$ cat src/design/hss_pkg.sv
// Overview of operation
// - steps two and three drive at the low search speed, 1 to 500000 pps, default 4000.
// - the low speed is capped at 125000 pps at resolution 1, 250000 at 2, else 500000.
// - step four moves by the signed offset, default 100.
// - the offset sign alone picks the step four direction, positive meaning plus.
// - the offset is scaled by the pulse scale ratio, range +-2147483646 at ratio one.
// - the chosen sensor source is watched in steps one and two only.
// - the sensor source is home input or limit inputs, home by default.
// - with limits chosen, the limit of the current step direction stops the step.
// - each of the four steps has its own enable, all off by default.
// - a disabled step is skipped; an enabled step runs in its own direction.
// - with position clear on, by default, both counters zero at normal completion.
// - home active level is selectable, low by default; the step stops when active.
// - the index input has a selectable active level, low by default; step three stops on it.
`default_nettype none

package hss_pkg;

   // ****************************************************
   // clock and speed ranges
   // ****************************************************
   localparam int unsigned CLK_HZ   = 250_000_000;
   localparam int          SPD_W    = 19;
   localparam int          ACC_W    = 28;
   localparam logic [SPD_W-1:0] SPD_MAX_RES1  = 19'h1E848; // 125000 pps
   localparam logic [SPD_W-1:0] SPD_MAX_RES2  = 19'h3D090; // 250000 pps
   localparam logic [SPD_W-1:0] SPD_MAX_OTHER = 19'h7A120; // 500000 pps

   // ****************************************************
   // register offsets (byte addresses)
   // ****************************************************
   localparam logic [7:0] OFS_CTRL   = 8'h00;
   localparam logic [7:0] OFS_MODE   = 8'h04;
   localparam logic [7:0] OFS_LOWSPD = 8'h08;
   localparam logic [7:0] OFS_OFFSET = 8'h0C;
   localparam logic [7:0] OFS_FAST   = 8'h10;
   localparam logic [7:0] OFS_SCALE  = 8'h14;
   localparam logic [7:0] OFS_RES    = 8'h18;
   localparam logic [7:0] OFS_STATUS = 8'h1C;
   localparam logic [7:0] OFS_LPOS   = 8'h20;
   localparam logic [7:0] OFS_RPOS   = 8'h24;

   // ****************************************************
   // field positions
   // ****************************************************
   localparam int CTRL_START  = 0;
   localparam int CTRL_STOP   = 1;
   localparam int MODE_SRC    = 0;  // 0 home, 1 limits
   localparam int MODE_HLVL   = 1;  // 1 active high
   localparam int MODE_ZLVL   = 2;
   localparam int MODE_EN0    = 3;  // bits 6:3 step enables
   localparam int MODE_DIR0   = 7;  // bits 9:7 step 1..3 direction, 1 is plus
   localparam int MODE_PCLR   = 10;

   // ****************************************************
   // reset values
   // ****************************************************
   localparam logic [10:0]      MODE_RST   = 11'h600; // step3 plus, clear on
   localparam logic [SPD_W-1:0] LOWSPD_RST = 19'h00FA0; // 4000 pps
   localparam logic [31:0]      OFFSET_RST = 32'h00000064; // 100 pulses
   localparam logic [SPD_W-1:0] FAST_RST   = 19'h02710; // 10000 pps
   localparam logic [15:0]      SCALE_RST  = 16'h0001;
   localparam logic [7:0]       RES_RST    = 8'h01;

   typedef enum logic [2:0] {PH_IDLE, PH_STEP1, PH_STEP2, PH_STEP3, PH_STEP4, PH_FINISH}
      hss_phase_e;

   typedef struct packed {
      logic       wr;
      logic       rd;
      logic [7:0] addr;
      logic [31:0] wdata;
   } hss_regreq_s;

   typedef struct packed {
      logic home;
      logic lim_pos;
      logic lim_neg;
      logic index;
   } hss_sense_s;

   // highest legal low speed for a microstep resolution
   function automatic logic [SPD_W-1:0] hss_low_max(input logic [7:0] res);
      if (res == 8'h01)
         return SPD_MAX_RES1;
      else if (res == 8'h02)
         return SPD_MAX_RES2;
      else
         return SPD_MAX_OTHER;
   endfunction

   // low speed held inside 1 .. limit
   function automatic logic [SPD_W-1:0] hss_low_eff(input logic [SPD_W-1:0] spd,
                                                    input logic [7:0] res);
      logic [SPD_W-1:0] mx;
      mx = hss_low_max(res);
      if (spd == '0)
         return 19'h00001;
      else if (spd > mx)
         return mx;
      else
         return spd;
   endfunction

endpackage

`default_nettype wire

$ cat src/design/hss_rate_gen.sv
`default_nettype none

// ****************************************************
// pulse rate generator: one tick per 1/speed seconds
// ****************************************************
module hss_rate_gen #(
   parameter int unsigned CLK_HZ = hss_pkg::CLK_HZ
) (
   input  wire logic                       sys_clk_i,
   input  wire logic                       rst_b_i,
   input  wire logic                       ce_i,
   input  wire logic                       run_i,
   input  wire logic [hss_pkg::SPD_W-1:0]  speed_i,
   output logic                            tick_o
);

   typedef struct packed {
      logic [hss_pkg::ACC_W-1:0] acc;
      logic                      tick;
   } hss_gen_s;

   hss_gen_s gen_reg;
   hss_gen_s gen_next;
   logic [hss_pkg::ACC_W:0] sum;

   // phase accumulator; speed is far below the clock so one tick per cycle at most
   always_comb
   begin
      gen_next = gen_reg;
      sum = {1'b0, gen_reg.acc} + {{(hss_pkg::ACC_W+1-hss_pkg::SPD_W){1'b0}}, speed_i};
      gen_next.tick = 1'b0;
      if (!run_i)
      begin
         gen_next.acc = '0;  // restart phase so each search starts a full period
      end
      else if (sum >= (hss_pkg::ACC_W+1)'(CLK_HZ))
      begin
         gen_next.acc  = hss_pkg::ACC_W'(sum - (hss_pkg::ACC_W+1)'(CLK_HZ));
         gen_next.tick = 1'b1;
      end
      else
      begin
         gen_next.acc = sum[hss_pkg::ACC_W-1:0];
      end
   end

   always_ff @(posedge sys_clk_i or negedge rst_b_i)
   begin
      if (!rst_b_i)
         gen_reg <= '0;
      else if (ce_i)
         gen_reg <= gen_next;
   end

   assign tick_o = gen_reg.tick;

endmodule

`default_nettype wire

$ cat src/design/hss_sequencer.sv
// The address map and the address-and-strobe port were chosen for this implementation.
`default_nettype none

module hss_sequencer (
   input  wire logic                 sys_clk_i,
   input  wire logic                 rst_b_i,
   input  wire logic                 ce_i,
   input  wire hss_pkg::hss_regreq_s reg_req_i,
   output logic [31:0]               reg_rdata_o,
   input  wire hss_pkg::hss_sense_s  sense_i,
   input  wire logic                 enc_up_i,
   input  wire logic                 enc_dn_i,
   output logic                      pulse_o,
   output logic                      dir_o,
   output logic                      busy_o
);

   // ****************************************************
   // state
   // ****************************************************
   typedef struct packed {
      hss_pkg::hss_phase_e          ph;
      logic [10:0]                  mode;
      logic [hss_pkg::SPD_W-1:0]    low_spd;
      logic [31:0]                  offset;
      logic [hss_pkg::SPD_W-1:0]    fast_spd;
      logic [15:0]                  scl_num;
      logic [15:0]                  scl_den;
      logic [7:0]                   res;
      hss_pkg::hss_sense_s          sy1;
      hss_pkg::hss_sense_s          sy2;
      logic                         dir;
      logic                         pls;
      logic                         done;
      logic                         abort;
      logic [31:0]                  lpos;
      logic [31:0]                  rpos;
      logic [47:0]                  moved;
      logic [47:0]                  target;
      logic [31:0]                  rdata;
   } hss_seq_s;

   hss_seq_s seq_reg;
   hss_seq_s seq_next;

   logic                      tick;
   logic                      drive;
   logic [hss_pkg::SPD_W-1:0] speed;
   logic [hss_pkg::SPD_W-1:0] low_eff;
   logic                      home_act;
   logic                      lim_act;
   logic                      sens_act;
   logic                      idx_act;
   logic [31:0]               off_abs;
   logic                      wr_ctrl;

   // first enabled step after a given step number, else finish
   function automatic hss_pkg::hss_phase_e next_step(input int from, input logic [3:0] en);
      hss_pkg::hss_phase_e r;
      r = hss_pkg::PH_FINISH;
      for (int k = 3; k >= 0; k--)
      begin
         if (k >= from && en[k])
            r = hss_pkg::hss_phase_e'(k + 1);
      end
      return r;
   endfunction

   // ****************************************************
   // sensors and speed
   // ****************************************************
   // level compare makes the active level selectable
   assign home_act = (seq_reg.sy2.home == seq_reg.mode[hss_pkg::MODE_HLVL]);
   assign idx_act  = (seq_reg.sy2.index == seq_reg.mode[hss_pkg::MODE_ZLVL]);
   assign lim_act  = seq_reg.dir ? seq_reg.sy2.lim_pos : seq_reg.sy2.lim_neg;
   assign sens_act = seq_reg.mode[hss_pkg::MODE_SRC] ? lim_act : home_act;
   assign low_eff  = hss_pkg::hss_low_eff(seq_reg.low_spd, seq_reg.res);
   assign speed    = (seq_reg.ph == hss_pkg::PH_STEP2 || seq_reg.ph == hss_pkg::PH_STEP3)
                     ? low_eff : seq_reg.fast_spd;
   assign drive    = (seq_reg.ph >= hss_pkg::PH_STEP1) && (seq_reg.ph <= hss_pkg::PH_STEP4);
   assign off_abs  = seq_reg.offset[31] ? 32'(-seq_reg.offset) : seq_reg.offset;
   assign wr_ctrl  = reg_req_i.wr && (reg_req_i.addr == hss_pkg::OFS_CTRL);

   hss_rate_gen u_rate (
      .sys_clk_i (sys_clk_i),
      .rst_b_i   (rst_b_i),
      .ce_i      (ce_i),
      .run_i     (drive),
      .speed_i   (speed),
      .tick_o    (tick)
   );

   // ****************************************************
   // next state
   // ****************************************************
   always_comb
   begin
      seq_next = seq_reg;
      seq_next.sy1 = sense_i;
      seq_next.sy2 = seq_reg.sy1;
      seq_next.pls = 1'b0;
      seq_next.rdata = '0;
      // real position follows the encoder count
      if (enc_up_i && !enc_dn_i)
         seq_next.rpos = seq_reg.rpos + 32'h00000001;
      else if (enc_dn_i && !enc_up_i)
         seq_next.rpos = seq_reg.rpos - 32'h00000001;

      // register writes; settings are taken even while a search runs
      if (reg_req_i.wr)
      begin
         case (reg_req_i.addr)
            hss_pkg::OFS_MODE:   seq_next.mode = reg_req_i.wdata[10:0];
            hss_pkg::OFS_LOWSPD: seq_next.low_spd = reg_req_i.wdata[hss_pkg::SPD_W-1:0];
            hss_pkg::OFS_OFFSET: seq_next.offset = reg_req_i.wdata;
            hss_pkg::OFS_FAST:   seq_next.fast_spd = reg_req_i.wdata[hss_pkg::SPD_W-1:0];
            hss_pkg::OFS_SCALE:
            begin
               seq_next.scl_num = reg_req_i.wdata[15:0];
               seq_next.scl_den = reg_req_i.wdata[31:16];
            end
            hss_pkg::OFS_RES:    seq_next.res = reg_req_i.wdata[7:0];
            default:             seq_next.res = seq_reg.res;
         endcase
      end

      // sequence
      case (seq_reg.ph)
         hss_pkg::PH_IDLE, hss_pkg::PH_FINISH:
         begin
            if (seq_reg.ph == hss_pkg::PH_FINISH)
            begin
               seq_next.ph = hss_pkg::PH_IDLE;
               seq_next.done = 1'b1;
               if (seq_reg.mode[hss_pkg::MODE_PCLR])
               begin
                  seq_next.lpos = '0;
                  seq_next.rpos = '0;
               end
            end
            else if (wr_ctrl && reg_req_i.wdata[hss_pkg::CTRL_START])
            begin
               seq_next.done  = 1'b0;
               seq_next.abort = 1'b0;
               // scaled offset: drive pulses until moved, den per pulse, reaches |offset|*num
               seq_next.target = 48'(off_abs) * 48'(seq_reg.scl_num);
               seq_next.moved  = '0;
               seq_next.ph = next_step(0, seq_reg.mode[hss_pkg::MODE_EN0 +: 4]);
               seq_next.dir = seq_reg.mode[hss_pkg::MODE_DIR0];
            end
         end
         hss_pkg::PH_STEP1, hss_pkg::PH_STEP2:
         begin
            // sensor checked before each pulse, so an active sensor stops at once
            if (sens_act)
            begin
               seq_next.ph = next_step(seq_reg.ph == hss_pkg::PH_STEP1 ? 1 : 2,
                                       seq_reg.mode[hss_pkg::MODE_EN0 +: 4]);
               seq_next.dir = seq_reg.mode[hss_pkg::MODE_DIR0 + 1];
               if (seq_reg.ph == hss_pkg::PH_STEP2 || !seq_reg.mode[hss_pkg::MODE_EN0 + 1])
                  seq_next.dir = seq_reg.mode[hss_pkg::MODE_DIR0 + 2];
            end
            else if (tick)
               seq_next.pls = 1'b1;
         end
         hss_pkg::PH_STEP3:
         begin
            if (idx_act)
            begin
               seq_next.ph = next_step(3, seq_reg.mode[hss_pkg::MODE_EN0 +: 4]);
               seq_next.dir = ~seq_reg.offset[31];
            end
            else if (tick)
               seq_next.pls = 1'b1;
         end
         hss_pkg::PH_STEP4:
         begin
            seq_next.dir = ~seq_reg.offset[31];
            if (seq_reg.moved >= seq_reg.target)
               seq_next.ph = hss_pkg::PH_FINISH;
            else if (tick)
            begin
               seq_next.pls = 1'b1;
               seq_next.moved = seq_reg.moved + {32'h00000000, seq_reg.scl_den};
            end
         end
         default:
            seq_next.ph = hss_pkg::PH_IDLE;
      endcase

      // stop ends the search without the position clear
      if (drive && wr_ctrl && reg_req_i.wdata[hss_pkg::CTRL_STOP])
      begin
         seq_next.ph = hss_pkg::PH_IDLE;
         seq_next.abort = 1'b1;
         seq_next.pls = 1'b0;
      end
      // step 1 direction taken on entry from idle; later steps set it on the way in
      if (seq_reg.ph == hss_pkg::PH_IDLE && seq_next.ph != hss_pkg::PH_IDLE)
      begin
         if (seq_next.ph == hss_pkg::PH_STEP2)
            seq_next.dir = seq_reg.mode[hss_pkg::MODE_DIR0 + 1];
         else if (seq_next.ph == hss_pkg::PH_STEP3)
            seq_next.dir = seq_reg.mode[hss_pkg::MODE_DIR0 + 2];
         else if (seq_next.ph == hss_pkg::PH_STEP4)
            seq_next.dir = ~seq_reg.offset[31];
      end
      // logical position follows issued pulses
      if (seq_next.pls)
         seq_next.lpos = seq_next.dir ? seq_reg.lpos + 32'h00000001
                                      : seq_reg.lpos - 32'h00000001;

      // reads answer one cycle later; unmapped reads give zero
      if (reg_req_i.rd)
      begin
         case (reg_req_i.addr)
            hss_pkg::OFS_MODE:   seq_next.rdata = {21'h000000, seq_reg.mode};
            hss_pkg::OFS_LOWSPD: seq_next.rdata = {13'h0000, seq_reg.low_spd};
            hss_pkg::OFS_OFFSET: seq_next.rdata = seq_reg.offset;
            hss_pkg::OFS_FAST:   seq_next.rdata = {13'h0000, seq_reg.fast_spd};
            hss_pkg::OFS_SCALE:  seq_next.rdata = {seq_reg.scl_den, seq_reg.scl_num};
            hss_pkg::OFS_RES:    seq_next.rdata = {24'h000000, seq_reg.res};
            hss_pkg::OFS_STATUS: seq_next.rdata = {26'h0000000, seq_reg.abort, seq_reg.done,
                                                   seq_reg.ph, drive};
            hss_pkg::OFS_LPOS:   seq_next.rdata = seq_reg.lpos;
            hss_pkg::OFS_RPOS:   seq_next.rdata = seq_reg.rpos;
            default:             seq_next.rdata = '0;
         endcase
      end
   end

   // registers; clock enable low freezes everything, a strobe in that cycle is lost
   always_ff @(posedge sys_clk_i or negedge rst_b_i)
   begin
      if (!rst_b_i)
      begin
         seq_reg          <= '0;
         seq_reg.ph       <= hss_pkg::PH_IDLE;
         seq_reg.mode     <= hss_pkg::MODE_RST;
         seq_reg.low_spd  <= hss_pkg::LOWSPD_RST;
         seq_reg.offset   <= hss_pkg::OFFSET_RST;
         seq_reg.fast_spd <= hss_pkg::FAST_RST;
         seq_reg.scl_num  <= hss_pkg::SCALE_RST;
         seq_reg.scl_den  <= hss_pkg::SCALE_RST;
         seq_reg.res      <= hss_pkg::RES_RST;
      end
      else if (ce_i)
         seq_reg <= seq_next;
   end

   assign reg_rdata_o = seq_reg.rdata;
   assign pulse_o     = seq_reg.pls;
   assign dir_o       = seq_reg.dir;
   assign busy_o      = drive;
endmodule

`default_nettype wire

$ cat config.mk
export PLATFORM = sky130hd
export DESIGN_NAME = hss_sequencer
export DESIGN_NICKNAME = d
export VERILOG_FILES = /design/src/design/hss_pkg.sv /design/src/design/hss_rate_gen.sv /design/src/design/hss_sequencer.sv
export SDC_FILE = /design/constraint.sdc
export NUM_CORES = 2
export LEC_CHECK = 0
export CAP_MARGIN = 5
export CORE_ASPECT_RATIO = 1.75
export CORE_MARGIN = 1.5
export CORE_UTILIZATION = 30
export CTS_CLUSTER_DIAMETER = 50
export CTS_CLUSTER_SIZE = 10
export DETAILED_ROUTE_END_ITERATION = 10
export DONT_BUFFER_PORTS = 1
export PLACE_DENSITY = 0.52
export RECOVER_POWER = 50
export SLEW_MARGIN = 10
export SYNTH_ARGS = -nofsm -noshare
export SYNTH_HDL_FRONTEND = slang
export SYNTH_SLANG_ARGS = --single-unit
$ cat constraint.sdc
create_clock -name sys_clk_i -period 13.75 [get_ports sys_clk_i]
set_clock_uncertainty 0.2 [all_clocks]
set_input_delay 2.0625 -clock sys_clk_i [delete_from_list [all_inputs] [get_ports sys_clk_i]]
set_output_delay 2.0625 -clock sys_clk_i [all_outputs]
set_load 0.1 [all_outputs]
==> results.yml <==
floorplan:
  fp.dieW_um: 273
  dieArea_mm2: 0.130
  rows: 173
  die_y_um: 476
  io-pin-count: 86
  start_util_pct: 30.2
  coreArea_mm2: 0.127
clock_network:
  cts_made_buffers: 46
  hold_buffers: 0
  cts_tree: "built"
  post-cts-setup-buffers: 0
  clk_latency_ns: 0.64
  clock-sinks: 357
  cts_resized: 0
  cts_root_buffer: "clkbuf_16"
  clkTransAtPathRegs_ns: 0.06
  cts_buffer_depth: 3
  htree_levels: 2
synth:
  syn_avg_cell_area_um2: 9.11
  ys_seq_area_share_pct: 23.4
  yosys_warnings: 0
  synth.distinct_cells: 85
  ys_seq_elements: 357
  netlist_instances: 4203
  synth-edff-count: 0
  synth_top_flop_cell: "dfrtp_1"
  syn_nets: 4925
  synth_area_mm2: 0.0383
  async_reset_ff_share_pct: 100
power_and_ir_drop:
  p_clk_share_pct: 39.4
  p_leak_nw: 19.8
  vdd_drop_max_uv: 98.3
  p_int_mw: 2.13
  pwr-share-comb_pct: 23.1
  swShare_pct: 34.4
  seqPwrFrac_pct: 37.5
  powerDensity_mw_per_mm2: 78.2
  p_sw_mw: 1.12
global_routing:
  grt_max_degree: 358
  gr-usage-all-layers_pct: 19.2
  overflow: 0
  first_global_vias: 32100
  grt_pass1_wl_mm: 191
  antenna_found_initial: 2
outcome:
  status: "finished, violations left"
  violations: "max-capacitance violations, max-slew violations"
final_layout:
  final_cells: 5785
  synthToLayoutAreaGrowth_pct: 8.32
  largest_register_ffs: 290
  fin_nets: 4814
  drive_above_1_share_pct: 8.18
sta:
  rsz0062_at_grt: "false"
  tightest_slew_ns: 2.15
  setup_viol: 0
  finalSetupTns_ns: 0
  hold_viol: 0
  slew_headroom_pct: -43.2
  drv_slew: 310
  max_freq_mhz: 96.3
  fin_crit_ns: 10.39
  post-route-period-util_pct: 75.5
route:
  post_drt_via_cell_ratio: 5.20
  drt-total-wl_mm: 123
  vias: 30100
  antenna_left: 0
  dr.pass1.iters: 8
  wl_per_cell_um: 21.3
  drc: 0
  drt_iter0_drc: 1826
placement:
  dpl.cell_count: 5706
  dp_hpwl_mm: 94.8
  place.gp.congestion: 0.931
  port_buffers: 0
flow_run:
  drv_cap: 3
setup_path:
  crit_path_frequent_cell: "fa_1"
  r2r_slack_ns: 3.36
  max_stage_delay_ns: 0.55
  worstSetupStartpointType: "flip-flop"
  critPathSlowestCell: "fa_1"
  cp_max_fo: 16
  worstPathArrival_ns: 10.68
  end_kind: "flip-flop"
  path_class: "reg -> reg"
  crit_required_ns: 14.04
hold_path:
  hold_path.class: "reg -> reg"
worst paths after layout:
check,from,endpoint,depth (start not counted)
worst max-delay path,seq_reg[267],seq_reg[73],32
worst min-delay path,seq_reg[40],seq_reg[40],2
worst max register to register,seq_reg[267],seq_reg[73],32
worst min register to register,seq_reg[40],seq_reg[40],2
max in group asynchronous,rst_b_i,seq_reg[49],0
min in group asynchronous,rst_b_i,u_rate.gen_reg[17],0
cells in the mapped netlist (11+ instances only):
cell,n,area share (%)
a22o_1,27,0.62
a221oi_1,35,0.80
and3_1,19,0.31
buf_4,33,0.65
a31oi_1,21,0.34
and2_1,192,3.1
xor2_1,89,2.0
nor4_1,19,0.31
clkbuf_1,182,1.8
nor2b_1,29,0.47
inv_1,540,5.3
nand3_1,96,1.3
o21bai_1,15,0.29
buf_1,13,0.13
dfrtp_1,338,22
a21oi_1,152,2.0
or3_1,29,0.47
xnor2_1,111,2.5
o211ai_1,13,0.25
mux2_2,131,3.9
fa_1,421,22
or4_1,12,0.24
a211oi_1,16,0.31
ha_1,250,8.2
a21o_1,82,1.6
mux2i_1,11,0.29
o2bb2ai_1,34,0.78
nor3_1,42,0.55
o21ai_0,197,2.6
nand4_1,47,0.77
nand2b_1,23,0.38
nand2_1,543,5.3
o31ai_1,36,0.71
nor2_1,174,1.7
dfstp_2,19,1.3
a22oi_1,38,0.75
o21a_1,18,0.35
cell families after synthesis:
family          after synthesis  synth area share, %
fa+ha+maj                   671                 30.2
buf+inv                     775                 7.95
compound gates              773                 13.5
simple gates               1284                 16.2
flops                       357                 23.4
mux                         142                 4.14
xor+xnor                    201                 4.62
cells in the final DEF (no fill, tap or decap), types with 19 or more instances in the layout:
cell type / instances
nand2_1: 543
inv_1: 540
fa_1: 421
dfrtp_1: 337
ha_1: 250
o21ai_0: 196
and2_1: 192
nor2_1: 170
a21oi_1: 152
mux2_2: 131
xnor2_1: 109
nand3_1: 95
xor2_1: 89
a21o_1: 82
buf_4: 70
nand4_1: 47
clkbuf_16: 46
nor3_1: 42
a22oi_1: 38
o31ai_1: 36
a221oi_1: 35
o2bb2ai_1: 34
or3_1: 29
nor2b_1: 29
a22o_1: 27
nand2b_1: 23
a31oi_1: 21
clkbuf_1: 20
nor4_1: 19
dfstp_2: 19
per-stage QoR:
step / hold WS [ns] / total power, mW / setup WS (ns) / cell area, um^2 / util [%]
after floorplan: 0.245 / 1.74 / 3.86 / 38300 / -
after global placement: 0.262 / 1.97 / 3.47 / 39900 / 31.5
after detailed placement: 0.270 / 1.98 / 3.37 / 39900 / 31.5
after CTS: 0.283 / 3.27 / 3.34 / 41500 / 32.7
after global routing: 0.297 / 3.39 / 2.87 / 41500 / 32.7
final: 0.276 / 3.24 / 3.36 / 41500 / 32.7
layout make-up:
type                       count  area (um^2)
antenna                        2         5.00
clock buffer                  63         1210
clock inverter                14          309
fill                       13400        85400
inverter                     543         2040
multi-input combinational   3071        26300
sequential                   357         8960
tap                         1662         2080
timing repair buffer          73          537
critical path, delay by kind of cell, from the launching register on:
kind | cells | cell delay, ns
xor+xnor | 2 | 0.28
simple gates | 12 | 4.26
flops | 1 | 0.45
compound gates | 5 | 1.09
fa+ha+maj | 7 | 3.45
buf+inv | 6 | 0.50
per-layer routing:
| metal | part of all wire (%) | GRT usage [%] |
|---|---|---|
| met5 | 0 | 0 |
| met4 | 6.7 | 11.4 |
| met1 | 35 | 19.2 |
| met2 | 55 | 37.7 |
| met3 | 3.7 | 2.02 |
power groups by stage:
stage	logic, mW	clock network, mW	registers (mW)
floorplan	0.560	0	1.18
global placement	0.736	0	1.23
detailed placement	0.746	0	1.23
CTS	0.749	1.31	1.21
global route	0.826	1.34	1.22
finish	0.749	1.28	1.22
(Power assumes the default switching activity.)
